## src/mpp_pkg.sv

```systemverilog
/*
 constants for the phy management poller: register map, fields, frame and timing.
 assumes a 40 mhz system clock and axi4-lite register access.
*/
package mpp_pkg;
    localparam logic [31:0] ADDR_VERSION = 32'h01c83800;
    localparam logic [31:0] ADDR_CONTROL = 32'h01c83804;
    localparam logic [31:0] ADDR_ALIVE = 32'h01c83808;
    localparam logic [31:0] ADDR_LINK = 32'h01c8380c;
    localparam logic [31:0] ADDR_LNK_RAW = 32'h01c83810;
    localparam logic [31:0] ADDR_LNK_MSK = 32'h01c83814;
    localparam logic [31:0] ADDR_USR_RAW = 32'h01c83818;
    localparam logic [31:0] ADDR_USR_MSK = 32'h01c8381c;
    localparam logic [31:0] ADDR_MASK_SET = 32'h01c83820;
    localparam logic [31:0] ADDR_MASK_CLR = 32'h01c83824;
    localparam logic [31:0] ADDR_ACC_A = 32'h01c83828;
    localparam logic [31:0] ADDR_ACC_B = 32'h01c8382c;
    localparam logic [31:0] ADDR_SEL_A = 32'h01c83830;
    localparam logic [31:0] ADDR_SEL_B = 32'h01c83834;
    localparam logic [31:0] CTL_RST = 32'h40000000;
    localparam int CTL_EN_BIT = 30;
    localparam int ACC_GO_BIT = 31;
    localparam int ACC_WR_BIT = 30;
    localparam int ACC_ACK_BIT = 29;
    localparam int ACC_REG_LSB = 21;
    localparam int ACC_PHY_LSB = 16;
    localparam int SEL_LINKEN_BIT = 6;
    localparam logic [4:0] STATUS_REG = 5'h01;
    localparam int LINK_BIT = 2;
    localparam int CLK_NS = 25;
    localparam int MDC_MIN_NS = 400;
    localparam int MDC_HALF_CYC = (MDC_MIN_NS / 2 + CLK_NS - 1) / CLK_NS;
    localparam int FRAME_BITS = 64;
    localparam int DRIVE_BITS_RD = 46;
    localparam int TA_ACK_BIT = 47;
    localparam logic [31:0] PREAMBLE = 32'hffffffff;
    localparam logic [1:0] SOF = 2'h1;
    localparam logic [1:0] OP_RD = 2'h2;
    localparam logic [1:0] OP_WR = 2'h1;
    localparam logic [1:0] TA_WR = 2'h2;
    localparam logic [1:0] RESP_OK = 2'h0;
    localparam logic [1:0] RESP_ERR = 2'h2;
endpackage

```

## src/mpp_frame.sv

```systemverilog
/*
 one management frame engine: makes the management clock and shifts a frame.
 assumes start and its fields hold while busy is low and that mdio_in is already
 synchronised to clk_in.
*/
`timescale 1ns/1ps
module mpp_frame #(
    parameter int HALF = mpp_pkg::MDC_HALF_CYC
) (
    input wire logic clk_in,
    input wire logic rst_n_in,
    input wire logic ce_in,
    input wire logic start_in,
    input wire logic wr_in,
    input wire logic [4:0] phy_in,
    input wire logic [4:0] reg_in,
    input wire logic [15:0] wdata_in,
    input wire logic mdio_in,
    output logic busy_out,
    output logic done_out,
    output logic ack_out,
    output logic [15:0] rdata_out,
    output logic mdc_out,
    output logic mdio_out,
    output logic mdio_oe_n_out
);
    logic [7:0] ph_r;
    logic [5:0] bit_r;
    logic [63:0] sh_r;
    logic wr_r;
    logic tick;
    assign tick = busy_out && (ph_r == 8'(HALF - 1));

    // clock divider and bit sequencer; data moves on the falling edge
    always_ff @(posedge clk_in or negedge rst_n_in) begin
        if (!rst_n_in) begin
            busy_out <= 1'b0;
            done_out <= 1'b0;
            ph_r <= 8'h00;
            bit_r <= 6'h00;
            sh_r <= 64'h0;
            wr_r <= 1'b0;
            mdc_out <= 1'b0;
            mdio_out <= 1'b1;
            mdio_oe_n_out <= 1'b1;
        end else if (ce_in) begin
            done_out <= 1'b0;
            if (!busy_out) begin
                if (start_in) begin
                    busy_out <= 1'b1;
                    wr_r <= wr_in;
                    bit_r <= 6'h00;
                    ph_r <= 8'h00;
                    mdc_out <= 1'b0;
                    sh_r <= {mpp_pkg::PREAMBLE, mpp_pkg::SOF,
                        wr_in ? mpp_pkg::OP_WR : mpp_pkg::OP_RD,
                        phy_in, reg_in, mpp_pkg::TA_WR, wdata_in};
                    mdio_out <= 1'b1;
                    mdio_oe_n_out <= 1'b0;
                end
            end else if (!tick) begin
                ph_r <= ph_r + 8'h01;
            end else begin
                ph_r <= 8'h00;
                mdc_out <= !mdc_out;
                if (mdc_out) begin
                    if (bit_r == 6'(mpp_pkg::FRAME_BITS - 1)) begin
                        busy_out <= 1'b0;
                        done_out <= 1'b1;
                        mdio_oe_n_out <= 1'b1;
                        mdio_out <= 1'b1;
                    end else begin
                        bit_r <= bit_r + 6'h01;
                        sh_r <= {sh_r[62:0], 1'b0};
                        mdio_out <= sh_r[62];
                        // reads hand the bus to the phy at turnaround
                        mdio_oe_n_out <= !wr_r &&
                            (bit_r >= 6'(mpp_pkg::DRIVE_BITS_RD - 1));
                    end
                end
            end
        end
    end

    // read capture at the end of each bit, just before the fall; writes count as acknowledged.
    // the pin synchroniser lags four clocks, too late for the rising edge at short half periods
    always_ff @(posedge clk_in or negedge rst_n_in) begin
        if (!rst_n_in) begin
            ack_out <= 1'b0;
            rdata_out <= 16'h0000;
        end else if (ce_in) begin
            if (!busy_out && start_in) begin
                ack_out <= wr_in;
            end else if (tick && mdc_out && !wr_r) begin
                if (bit_r == 6'(mpp_pkg::TA_ACK_BIT)) begin
                    ack_out <= !mdio_in;
                end else if (bit_r > 6'(mpp_pkg::TA_ACK_BIT)) begin
                    rdata_out <= {rdata_out[14:0], mdio_in};
                end
            end
        end
    end
endmodule

```

## src/mpp_top.sv

```systemverilog
/*
 phy management poller: axi4-lite registers, address poller, user commands.
 assumes one master with one write and one read in flight, and ce_in high
 whenever the bus is active.
*/
// Implementation choice: register access over AXI4-Lite.
`timescale 1ns/1ps
module mpp_top #(
    parameter logic [31:0] VERSION_ID = 32'h00010000, // arbitrary value
    parameter int HALF = mpp_pkg::MDC_HALF_CYC
) (
    input wire logic ref_clk_in,
    input wire logic arst_n_in,
    input wire logic ce_in,
    input wire logic [31:0] s_axi_awaddr_in,
    input wire logic s_axi_awvalid_in,
    output logic s_axi_awready_out,
    input wire logic [31:0] s_axi_wdata_in,
    input wire logic [3:0] s_axi_wstrb_in,
    input wire logic s_axi_wvalid_in,
    output logic s_axi_wready_out,
    output logic [1:0] s_axi_bresp_out,
    output logic s_axi_bvalid_out,
    input wire logic s_axi_bready_in,
    input wire logic [31:0] s_axi_araddr_in,
    input wire logic s_axi_arvalid_in,
    output logic s_axi_arready_out,
    output logic [31:0] s_axi_rdata_out,
    output logic [1:0] s_axi_rresp_out,
    output logic s_axi_rvalid_out,
    input wire logic s_axi_rready_in,
    output logic mdc_out,
    input wire logic mdio_in,
    output logic mdio_out,
    output logic mdio_oe_n_out
);
    typedef enum logic [0:0] {PL_IDLE, PL_WAIT} mpp_poll_t;

    logic rst_q1_r;
    logic rst_n_s;
    logic m1_r;
    logic m2_r;
    logic m3_r;
    logic mdio_f_r;
    logic aw_held_r;
    logic w_held_r;
    logic [31:0] aw_addr_r;
    logic [31:0] w_data_r;
    logic [31:0] w_mask_r;
    logic [31:0] lane_mask;
    logic do_write;
    logic [31:0] wv;
    logic w_mapped;
    logic [31:0] rd_mux;
    logic rd_mapped;
    logic [31:0] ctl_r;
    logic [31:0] alive_r;
    logic [31:0] link_r;
    logic [31:0] acc_r;
    logic [31:0] sel_r;
    logic lnk_raw_r;
    logic usr_raw_r;
    logic usr_mask_r;
    logic [4:0] poll_phy_r;
    mpp_poll_t st_r;
    logic cur_user_r;
    logic fr_busy;
    logic fr_done;
    logic fr_ack;
    logic [15:0] fr_rdata;
    logic fr_start;
    logic use_user;
    logic poll_done;
    logic user_done;
    logic new_link;
    logic lnk_evt;

    // reset release through two flops
    always_ff @(posedge ref_clk_in or negedge arst_n_in) begin
        if (!arst_n_in) begin
            rst_q1_r <= 1'b0;
            rst_n_s <= 1'b0;
        end else begin
            rst_q1_r <= 1'b1;
            rst_n_s <= rst_q1_r;
        end
    end

    // pin synchroniser; the filtered level moves only when stages two and three agree
    always_ff @(posedge ref_clk_in or negedge rst_n_s) begin
        if (!rst_n_s) begin
            m1_r <= 1'b1;
            m2_r <= 1'b1;
            m3_r <= 1'b1;
            mdio_f_r <= 1'b1;
        end else if (ce_in) begin
            m1_r <= mdio_in;
            m2_r <= m1_r;
            m3_r <= m2_r;
            if (m2_r == m3_r) begin
                mdio_f_r <= m3_r;
            end
        end
    end

    for (genvar g = 0; g < 4; g++) begin : g_lane
        assign lane_mask[8*g +: 8] = {8{s_axi_wstrb_in[g]}};
    end

    assign do_write = ce_in && aw_held_r && w_held_r && !s_axi_bvalid_out;
    assign wv = w_data_r & w_mask_r;

    // axi write channels, taken in either order
    always_ff @(posedge ref_clk_in or negedge rst_n_s) begin
        if (!rst_n_s) begin
            aw_held_r <= 1'b0;
            w_held_r <= 1'b0;
            aw_addr_r <= 32'h0;
            w_data_r <= 32'h0;
            w_mask_r <= 32'h0;
            s_axi_awready_out <= 1'b0;
            s_axi_wready_out <= 1'b0;
            s_axi_bvalid_out <= 1'b0;
            s_axi_bresp_out <= mpp_pkg::RESP_OK;
        end else if (ce_in) begin
            if (s_axi_awvalid_in && s_axi_awready_out) begin
                aw_held_r <= 1'b1;
                aw_addr_r <= s_axi_awaddr_in;
                s_axi_awready_out <= 1'b0;
            end else if (!aw_held_r && !s_axi_bvalid_out) begin
                s_axi_awready_out <= 1'b1;
            end
            if (s_axi_wvalid_in && s_axi_wready_out) begin
                w_held_r <= 1'b1;
                w_data_r <= s_axi_wdata_in;
                w_mask_r <= lane_mask;
                s_axi_wready_out <= 1'b0;
            end else if (!w_held_r && !s_axi_bvalid_out) begin
                s_axi_wready_out <= 1'b1;
            end
            if (do_write) begin
                aw_held_r <= 1'b0;
                w_held_r <= 1'b0;
                s_axi_bvalid_out <= 1'b1;
                s_axi_bresp_out <= w_mapped ? mpp_pkg::RESP_OK : mpp_pkg::RESP_ERR;
            end else if (s_axi_bvalid_out && s_axi_bready_in) begin
                s_axi_bvalid_out <= 1'b0;
            end
        end
    end

    always_comb begin
        unique case (aw_addr_r)
            mpp_pkg::ADDR_VERSION, mpp_pkg::ADDR_CONTROL, mpp_pkg::ADDR_ALIVE,
            mpp_pkg::ADDR_LINK, mpp_pkg::ADDR_LNK_RAW, mpp_pkg::ADDR_LNK_MSK,
            mpp_pkg::ADDR_USR_RAW, mpp_pkg::ADDR_USR_MSK, mpp_pkg::ADDR_MASK_SET,
            mpp_pkg::ADDR_MASK_CLR, mpp_pkg::ADDR_ACC_A, mpp_pkg::ADDR_ACC_B,
            mpp_pkg::ADDR_SEL_A, mpp_pkg::ADDR_SEL_B: w_mapped = 1'b1;
            default: w_mapped = 1'b0;
        endcase
    end

    // read view; second-instance fields and registers read as zero
    always_comb begin
        rd_mapped = 1'b1;
        unique case (s_axi_araddr_in)
            mpp_pkg::ADDR_VERSION: rd_mux = VERSION_ID;
            mpp_pkg::ADDR_CONTROL: rd_mux = ctl_r;
            mpp_pkg::ADDR_ALIVE: rd_mux = alive_r;
            mpp_pkg::ADDR_LINK: rd_mux = link_r;
            mpp_pkg::ADDR_LNK_RAW: rd_mux = {31'h0, lnk_raw_r};
            mpp_pkg::ADDR_LNK_MSK: rd_mux = {31'h0, lnk_raw_r & sel_r[mpp_pkg::SEL_LINKEN_BIT]};
            mpp_pkg::ADDR_USR_RAW: rd_mux = {31'h0, usr_raw_r};
            mpp_pkg::ADDR_USR_MSK: rd_mux = {31'h0, usr_raw_r & usr_mask_r};
            mpp_pkg::ADDR_MASK_SET: rd_mux = {31'h0, usr_mask_r};
            mpp_pkg::ADDR_MASK_CLR: rd_mux = {31'h0, usr_mask_r};
            mpp_pkg::ADDR_ACC_A: rd_mux = acc_r;
            mpp_pkg::ADDR_SEL_A: rd_mux = sel_r;
            mpp_pkg::ADDR_ACC_B, mpp_pkg::ADDR_SEL_B: rd_mux = 32'h0;
            default: begin
                rd_mux = 32'h0;
                rd_mapped = 1'b0;
            end
        endcase
    end

    // axi read channel, one cycle to rvalid
    always_ff @(posedge ref_clk_in or negedge rst_n_s) begin
        if (!rst_n_s) begin
            s_axi_arready_out <= 1'b0;
            s_axi_rvalid_out <= 1'b0;
            s_axi_rdata_out <= 32'h0;
            s_axi_rresp_out <= mpp_pkg::RESP_OK;
        end else if (ce_in) begin
            if (s_axi_arvalid_in && s_axi_arready_out) begin
                s_axi_arready_out <= 1'b0;
                s_axi_rvalid_out <= 1'b1;
                s_axi_rdata_out <= rd_mux;
                s_axi_rresp_out <= rd_mapped ? mpp_pkg::RESP_OK : mpp_pkg::RESP_ERR;
            end else if (s_axi_rvalid_out && s_axi_rready_in) begin
                s_axi_rvalid_out <= 1'b0;
            end else if (!s_axi_rvalid_out) begin
                s_axi_arready_out <= 1'b1;
            end
        end
    end

    // control, phy select and user access; access writes are refused while go is set
    always_ff @(posedge ref_clk_in or negedge rst_n_s) begin
        if (!rst_n_s) begin
            ctl_r <= mpp_pkg::CTL_RST;
            sel_r <= 32'h0;
            acc_r <= 32'h0;
        end else if (ce_in) begin
            if (do_write && aw_addr_r == mpp_pkg::ADDR_CONTROL) begin
                ctl_r <= (ctl_r & ~w_mask_r) | wv;
            end
            if (do_write && aw_addr_r == mpp_pkg::ADDR_SEL_A) begin
                sel_r <= (sel_r & ~w_mask_r) | wv;
            end
            if (user_done) begin
                acc_r[mpp_pkg::ACC_GO_BIT] <= 1'b0;
                acc_r[mpp_pkg::ACC_ACK_BIT] <= fr_ack;
                if (!acc_r[mpp_pkg::ACC_WR_BIT]) begin
                    acc_r[15:0] <= fr_rdata;
                end
            end else if (do_write && aw_addr_r == mpp_pkg::ADDR_ACC_A &&
                    !acc_r[mpp_pkg::ACC_GO_BIT]) begin
                acc_r <= (acc_r & ~w_mask_r) | wv;
            end
        end
    end

    // event flags: hardware set wins over a software clear in the same cycle
    always_ff @(posedge ref_clk_in or negedge rst_n_s) begin
        if (!rst_n_s) begin
            lnk_raw_r <= 1'b0;
            usr_raw_r <= 1'b0;
            usr_mask_r <= 1'b0;
        end else if (ce_in) begin
            if (lnk_evt) begin
                lnk_raw_r <= 1'b1;
            end else if (do_write && wv[0] && (aw_addr_r == mpp_pkg::ADDR_LNK_RAW ||
                    aw_addr_r == mpp_pkg::ADDR_LNK_MSK)) begin
                lnk_raw_r <= 1'b0;
            end
            if (user_done) begin
                usr_raw_r <= 1'b1;
            end else if (do_write && wv[0] && (aw_addr_r == mpp_pkg::ADDR_USR_RAW ||
                    aw_addr_r == mpp_pkg::ADDR_USR_MSK)) begin
                usr_raw_r <= 1'b0;
            end
            if (do_write && wv[0] && aw_addr_r == mpp_pkg::ADDR_MASK_SET) begin
                usr_mask_r <= 1'b1;
            end else if (do_write && wv[0] && aw_addr_r == mpp_pkg::ADDR_MASK_CLR) begin
                usr_mask_r <= 1'b0;
            end
        end
    end

    // user commands go ahead of polling so software waits at most one frame
    assign use_user = acc_r[mpp_pkg::ACC_GO_BIT];
    assign fr_start = (st_r == PL_IDLE) && !fr_busy &&
        (ctl_r[mpp_pkg::CTL_EN_BIT] || use_user);
    assign poll_done = (st_r == PL_WAIT) && fr_done && !cur_user_r;
    assign user_done = ce_in && (st_r == PL_WAIT) && fr_done && cur_user_r;
    assign new_link = fr_ack && fr_rdata[mpp_pkg::LINK_BIT];
    assign lnk_evt = ce_in && poll_done && sel_r[mpp_pkg::SEL_LINKEN_BIT] &&
        (poll_phy_r == sel_r[4:0]) && (new_link != link_r[poll_phy_r]);

    always_ff @(posedge ref_clk_in or negedge rst_n_s) begin
        if (!rst_n_s) begin
            st_r <= PL_IDLE;
            cur_user_r <= 1'b0;
        end else if (ce_in) begin
            unique case (st_r)
                PL_IDLE: begin
                    if (fr_start) begin
                        st_r <= PL_WAIT;
                        cur_user_r <= use_user;
                    end
                end
                PL_WAIT: begin
                    if (fr_done) begin
                        st_r <= PL_IDLE;
                    end
                end
            endcase
        end
    end

    // address walk and per-phy status
    always_ff @(posedge ref_clk_in or negedge rst_n_s) begin
        if (!rst_n_s) begin
            poll_phy_r <= 5'h00;
            alive_r <= 32'h0;
            link_r <= 32'h0;
        end else if (ce_in && poll_done) begin
            poll_phy_r <= poll_phy_r + 5'h01;
            alive_r[poll_phy_r] <= fr_ack;
            link_r[poll_phy_r] <= new_link;
        end
    end

    mpp_frame #(
        .HALF(HALF)
    ) u_frame (
        .clk_in(ref_clk_in),
        .rst_n_in(rst_n_s),
        .ce_in(ce_in),
        .start_in(fr_start),
        .wr_in(use_user && acc_r[mpp_pkg::ACC_WR_BIT]),
        .phy_in(use_user ? acc_r[mpp_pkg::ACC_PHY_LSB +: 5] : poll_phy_r),
        .reg_in(use_user ? acc_r[mpp_pkg::ACC_REG_LSB +: 5] : mpp_pkg::STATUS_REG),
        .wdata_in(acc_r[15:0]),
        .mdio_in(mdio_f_r),
        .busy_out(fr_busy),
        .done_out(fr_done),
        .ack_out(fr_ack),
        .rdata_out(fr_rdata),
        .mdc_out(mdc_out),
        .mdio_out(mdio_out),
        .mdio_oe_n_out(mdio_oe_n_out)
    );
endmodule

```

## config.mk

```make
export PLATFORM = sky130hd
export DESIGN_NAME = mpp_top
export DESIGN_NICKNAME = d
export VERILOG_FILES = /design/src/mpp_pkg.sv /design/src/mpp_frame.sv /design/src/mpp_top.sv
export SDC_FILE = /design/constraint.sdc
export NUM_CORES = 1
export LEC_CHECK = 0
export ABC_CLOCK_PERIOD_IN_PS = 28400
export BUFFER_PORTS_ARGS = -buffer_cell sky130_fd_sc_hd__clkbuf_2
export CORE_MARGIN = 3
export CORE_UTILIZATION = 25
export DETAILED_ROUTE_END_ITERATION = 8
export GPL_TIMING_DRIVEN = 1
export PLACE_DENSITY = 0.37
export REMOVE_ABC_BUFFERS = 1
export SYNTH_ARGS = -nofsm -noshare
export SYNTH_HDL_FRONTEND = slang
export SYNTH_SLANG_ARGS = --single-unit
```

## constraint.sdc

```tcl
create_clock -name ref_clk_in -period 28.4 [get_ports ref_clk_in]
set_input_delay 5.68 -clock ref_clk_in [delete_from_list [all_inputs] [get_ports ref_clk_in]]
set_output_delay 5.68 -clock ref_clk_in [all_outputs]
set_load 0.01 [all_outputs]
```

==> impl_results.md <==
- Status: completed
- Fraction of registers with async set/reset: 1.000
- FF+latch count, synth: 385
- Die area: 0.07225 mm^2
- Core ar.: 0.06775 mm^2
- Mapped Area: 0.01727 mm^2
- Rel. slew slack: 0.2141
- Final Hold Vio Count: 0
- Final setup viols: 0
- Post-CTS Setup Bufs: 0
- Flop2flop setup slack: 24830 ps
- Remaining routing DRC violations: 0
- Chip Width: 268.8 um
- Largest net degree at the start of global routing: 158
- P_leak: 9.196 nW
- Crit-path cells: clkbuf_2 -> and4b_1 -> nand4_1 -> nor4_2 -> nand2_1 -> mux2_2
- Die height: 268.8 um
- Routed Antenna Nets: 0
- Critical Path Max Stage Delay: 1090 ps
- WL/cell: 20.84 um
- H-tree depth: 2
- Commonest non-fill, non-tap cell in the layout: dfrtp_1
- EDFF count, synth: 0
- Initial DRC count: 512
- Crit-path max FO: 23
- Max Cap Viol: 0
- Final worst-path cycle share: 0.2984
- Vias: 11640
- CTS Hold Buffers Added: 0
- RSZ-0062 raised after global routing: no
- Final wirelength: 51.32 mm
- Min Tclk post-route: 8473 ps
- Setup_tns: 0 ps
- Placer Congestion: 0.7193
- Fill cells: 7003
- Port bufs: 150
- GRT overflow: 0
- Worst Path Arrival: 8940 ps
- Syn avg cell area: 12.12 um^2
- Final Slew Violations: 0
- PwrDens: 73.46 mW/mm^2
- Synth-to-Final Area Change: 18.59%
- Gr usage total: 0.1429
- Worst-skew pair later-pin latency: 580 ps
- Root buffer cell: clkbuf_16
- Nets: 1668
- CTS tree: built
- Final clock skew: 15.19 ps
- Share of post-route cells with drive strength above 1: 0.3300
- IO Count: 153
- Critical path buffer and inverter count: 1
- # rows: 95
- Fmax: 118.0 MHz
- Final Core Density: 0.3022
- Clock-pin slew of the registers on the worst-case setup and hold paths: 60 ps
- Global-route wire length before repair: 78.62 mm
- Initial core utilization: 0.2548
- Clock buffer depth: 3
- Clock net sink count: 385
- Critical path class: input pin to flop
- Seq/Total Area, Yosys: 0.5585
- Post-cts sizing count: 0
- Non-Filler Instances: 2462
- Worst Setup End Kind: flop
- Dpl ws: 19270 ps
- CP Launch Type: input pin
- Number of buffers created by CTS: 47
- Min-Delay Path Class: flop to async pin
- Worst slew pin tran: 1174 ps
- Most frequent cells in the layout: 376 x dfrtp_1, 235 x mux2_2, 149 x clkbuf_2
- HPWL Detailed: 34.34 mm
- Placed insts: 2375
- Vias in the first global route: 12260
- Synth Flop Type: dfrtp_1
- Drt first pass iters: 4
- Initial antenna violation count: 0
- Via density: 4.727
- Max VDD drop: 0.00003971 V
- Ys Warns: 0
- Worst Setup Slack, final: 19930 ps
- Slowest CP cell: nor4_2
- Worst Path Required: 28860 ps
- Synth unique cells: 69
- Post-Synthesis Cells: 1425
- Family with the most delay on the worst path: simple AND/OR/NAND/NOR gates
==> cells by family after synthesis <==
family / synth area share
fa+ha+maj: 0.006378
xor+xnor: 0.006595
mux: 0.1931
buf+inv: 0.02631
compound gates: 0.1170
flops: 0.5585
simple gates: 0.09175
other cells: 0.0004350
==> cell usage after synthesis, drive strengths merged, types with 5 or more instances <==
cell,number,share of area
a21o,5,0.0022
a21oi,31,0.0090
a22o,35,0.018
a22oi,35,0.015
and2,6,0.0022
and3,8,0.0029
buf,17,0.0054
clkbuf,80,0.017
dfrtp,378,0.55
dfstp,7,0.011
ha,8,0.0058
inv,16,0.0035
mux2,236,0.15
mux2i,63,0.037
nand2,144,0.031
nand2b,7,0.0025
nand3,21,0.0061
nand3b,6,0.0026
nand4,6,0.0022
nor2,53,0.012
nor3,11,0.0032
nor3b,5,0.0022
nor4,10,0.0036
nor4b,7,0.0048
o21ai,60,0.018
o221a,16,0.010
o221ai,6,0.0030
o22a,32,0.016
o22ai,32,0.012
or3,18,0.0068
xnor2,11,0.0056
==> layer usage <==
layer / vias up / track usage / share of wire
li1: 5479 / - / -
met1: 5891 / 0.1991 / 0.47
met2: 196 / 0.2289 / 0.46
met3: 71 / 0.02409 / 0.039
met4: 0 / 0.04134 / 0.025
met5: - / 0 / 0
==> stage by stage <==
| stage | power [mW] | cell area (um^2) | hold slack [ps] |
|---|---|---|---|
| 2_1_floorplan | 0.8293 | 16870 | 331.2 |
| 3_3_place_gp | 0.9221 | 18960 | 336.7 |
| 3_5_place_dp | 0.9264 | 18960 | 345.8 |
| 4_1_cts | 1.540 | 20470 | 359.4 |
| 5_1_grt | 1.587 | 20470 | 366.3 |
| 6_report | 1.504 | 20470 | 335.2 |
==> power breakdown <==
part	leakage [nW]	internal, mW	switching, mW
registers	4.91	0.635	0.0915
logic	3.54	0.0952	0.0863
clock network	0.742	0.352	0.244
total	9.20	1.08	0.422
==> worst paths after layout <==
path	startpoint	to	depth (start not counted)
min in group ref_clk_in	rst_q1_r	rst_n_s	0
setup reg to reg	aw_addr_r[14]	flop	5
setup / recovery	ce_in	flop	6
max in group asynchronous	arst_n_in	rst_n_s	1
hold reg to reg	rst_n_s	aw_addr_r[23]	0
hold / removal	rst_n_s	aw_addr_r[23]	0
==> cell type report <==
type / count / area, um^2 / share of cell area
diodes: 1 / 2.502 / 0.0001222
clock buffers: 72 / 1330 / 0.06496
clock inverters: 14 / 186.4 / 0.009105
inverters: 16 / 60.06 / 0.002933
multi-input cells: 928 / 7217 / 0.3525
flip-flops and latches: 385 / 9648 / 0.4712
well taps: 873 / 1092 / 0.05335
repair buffers: 173 / 938.4 / 0.04583
(Power assumes the default switching activity.)
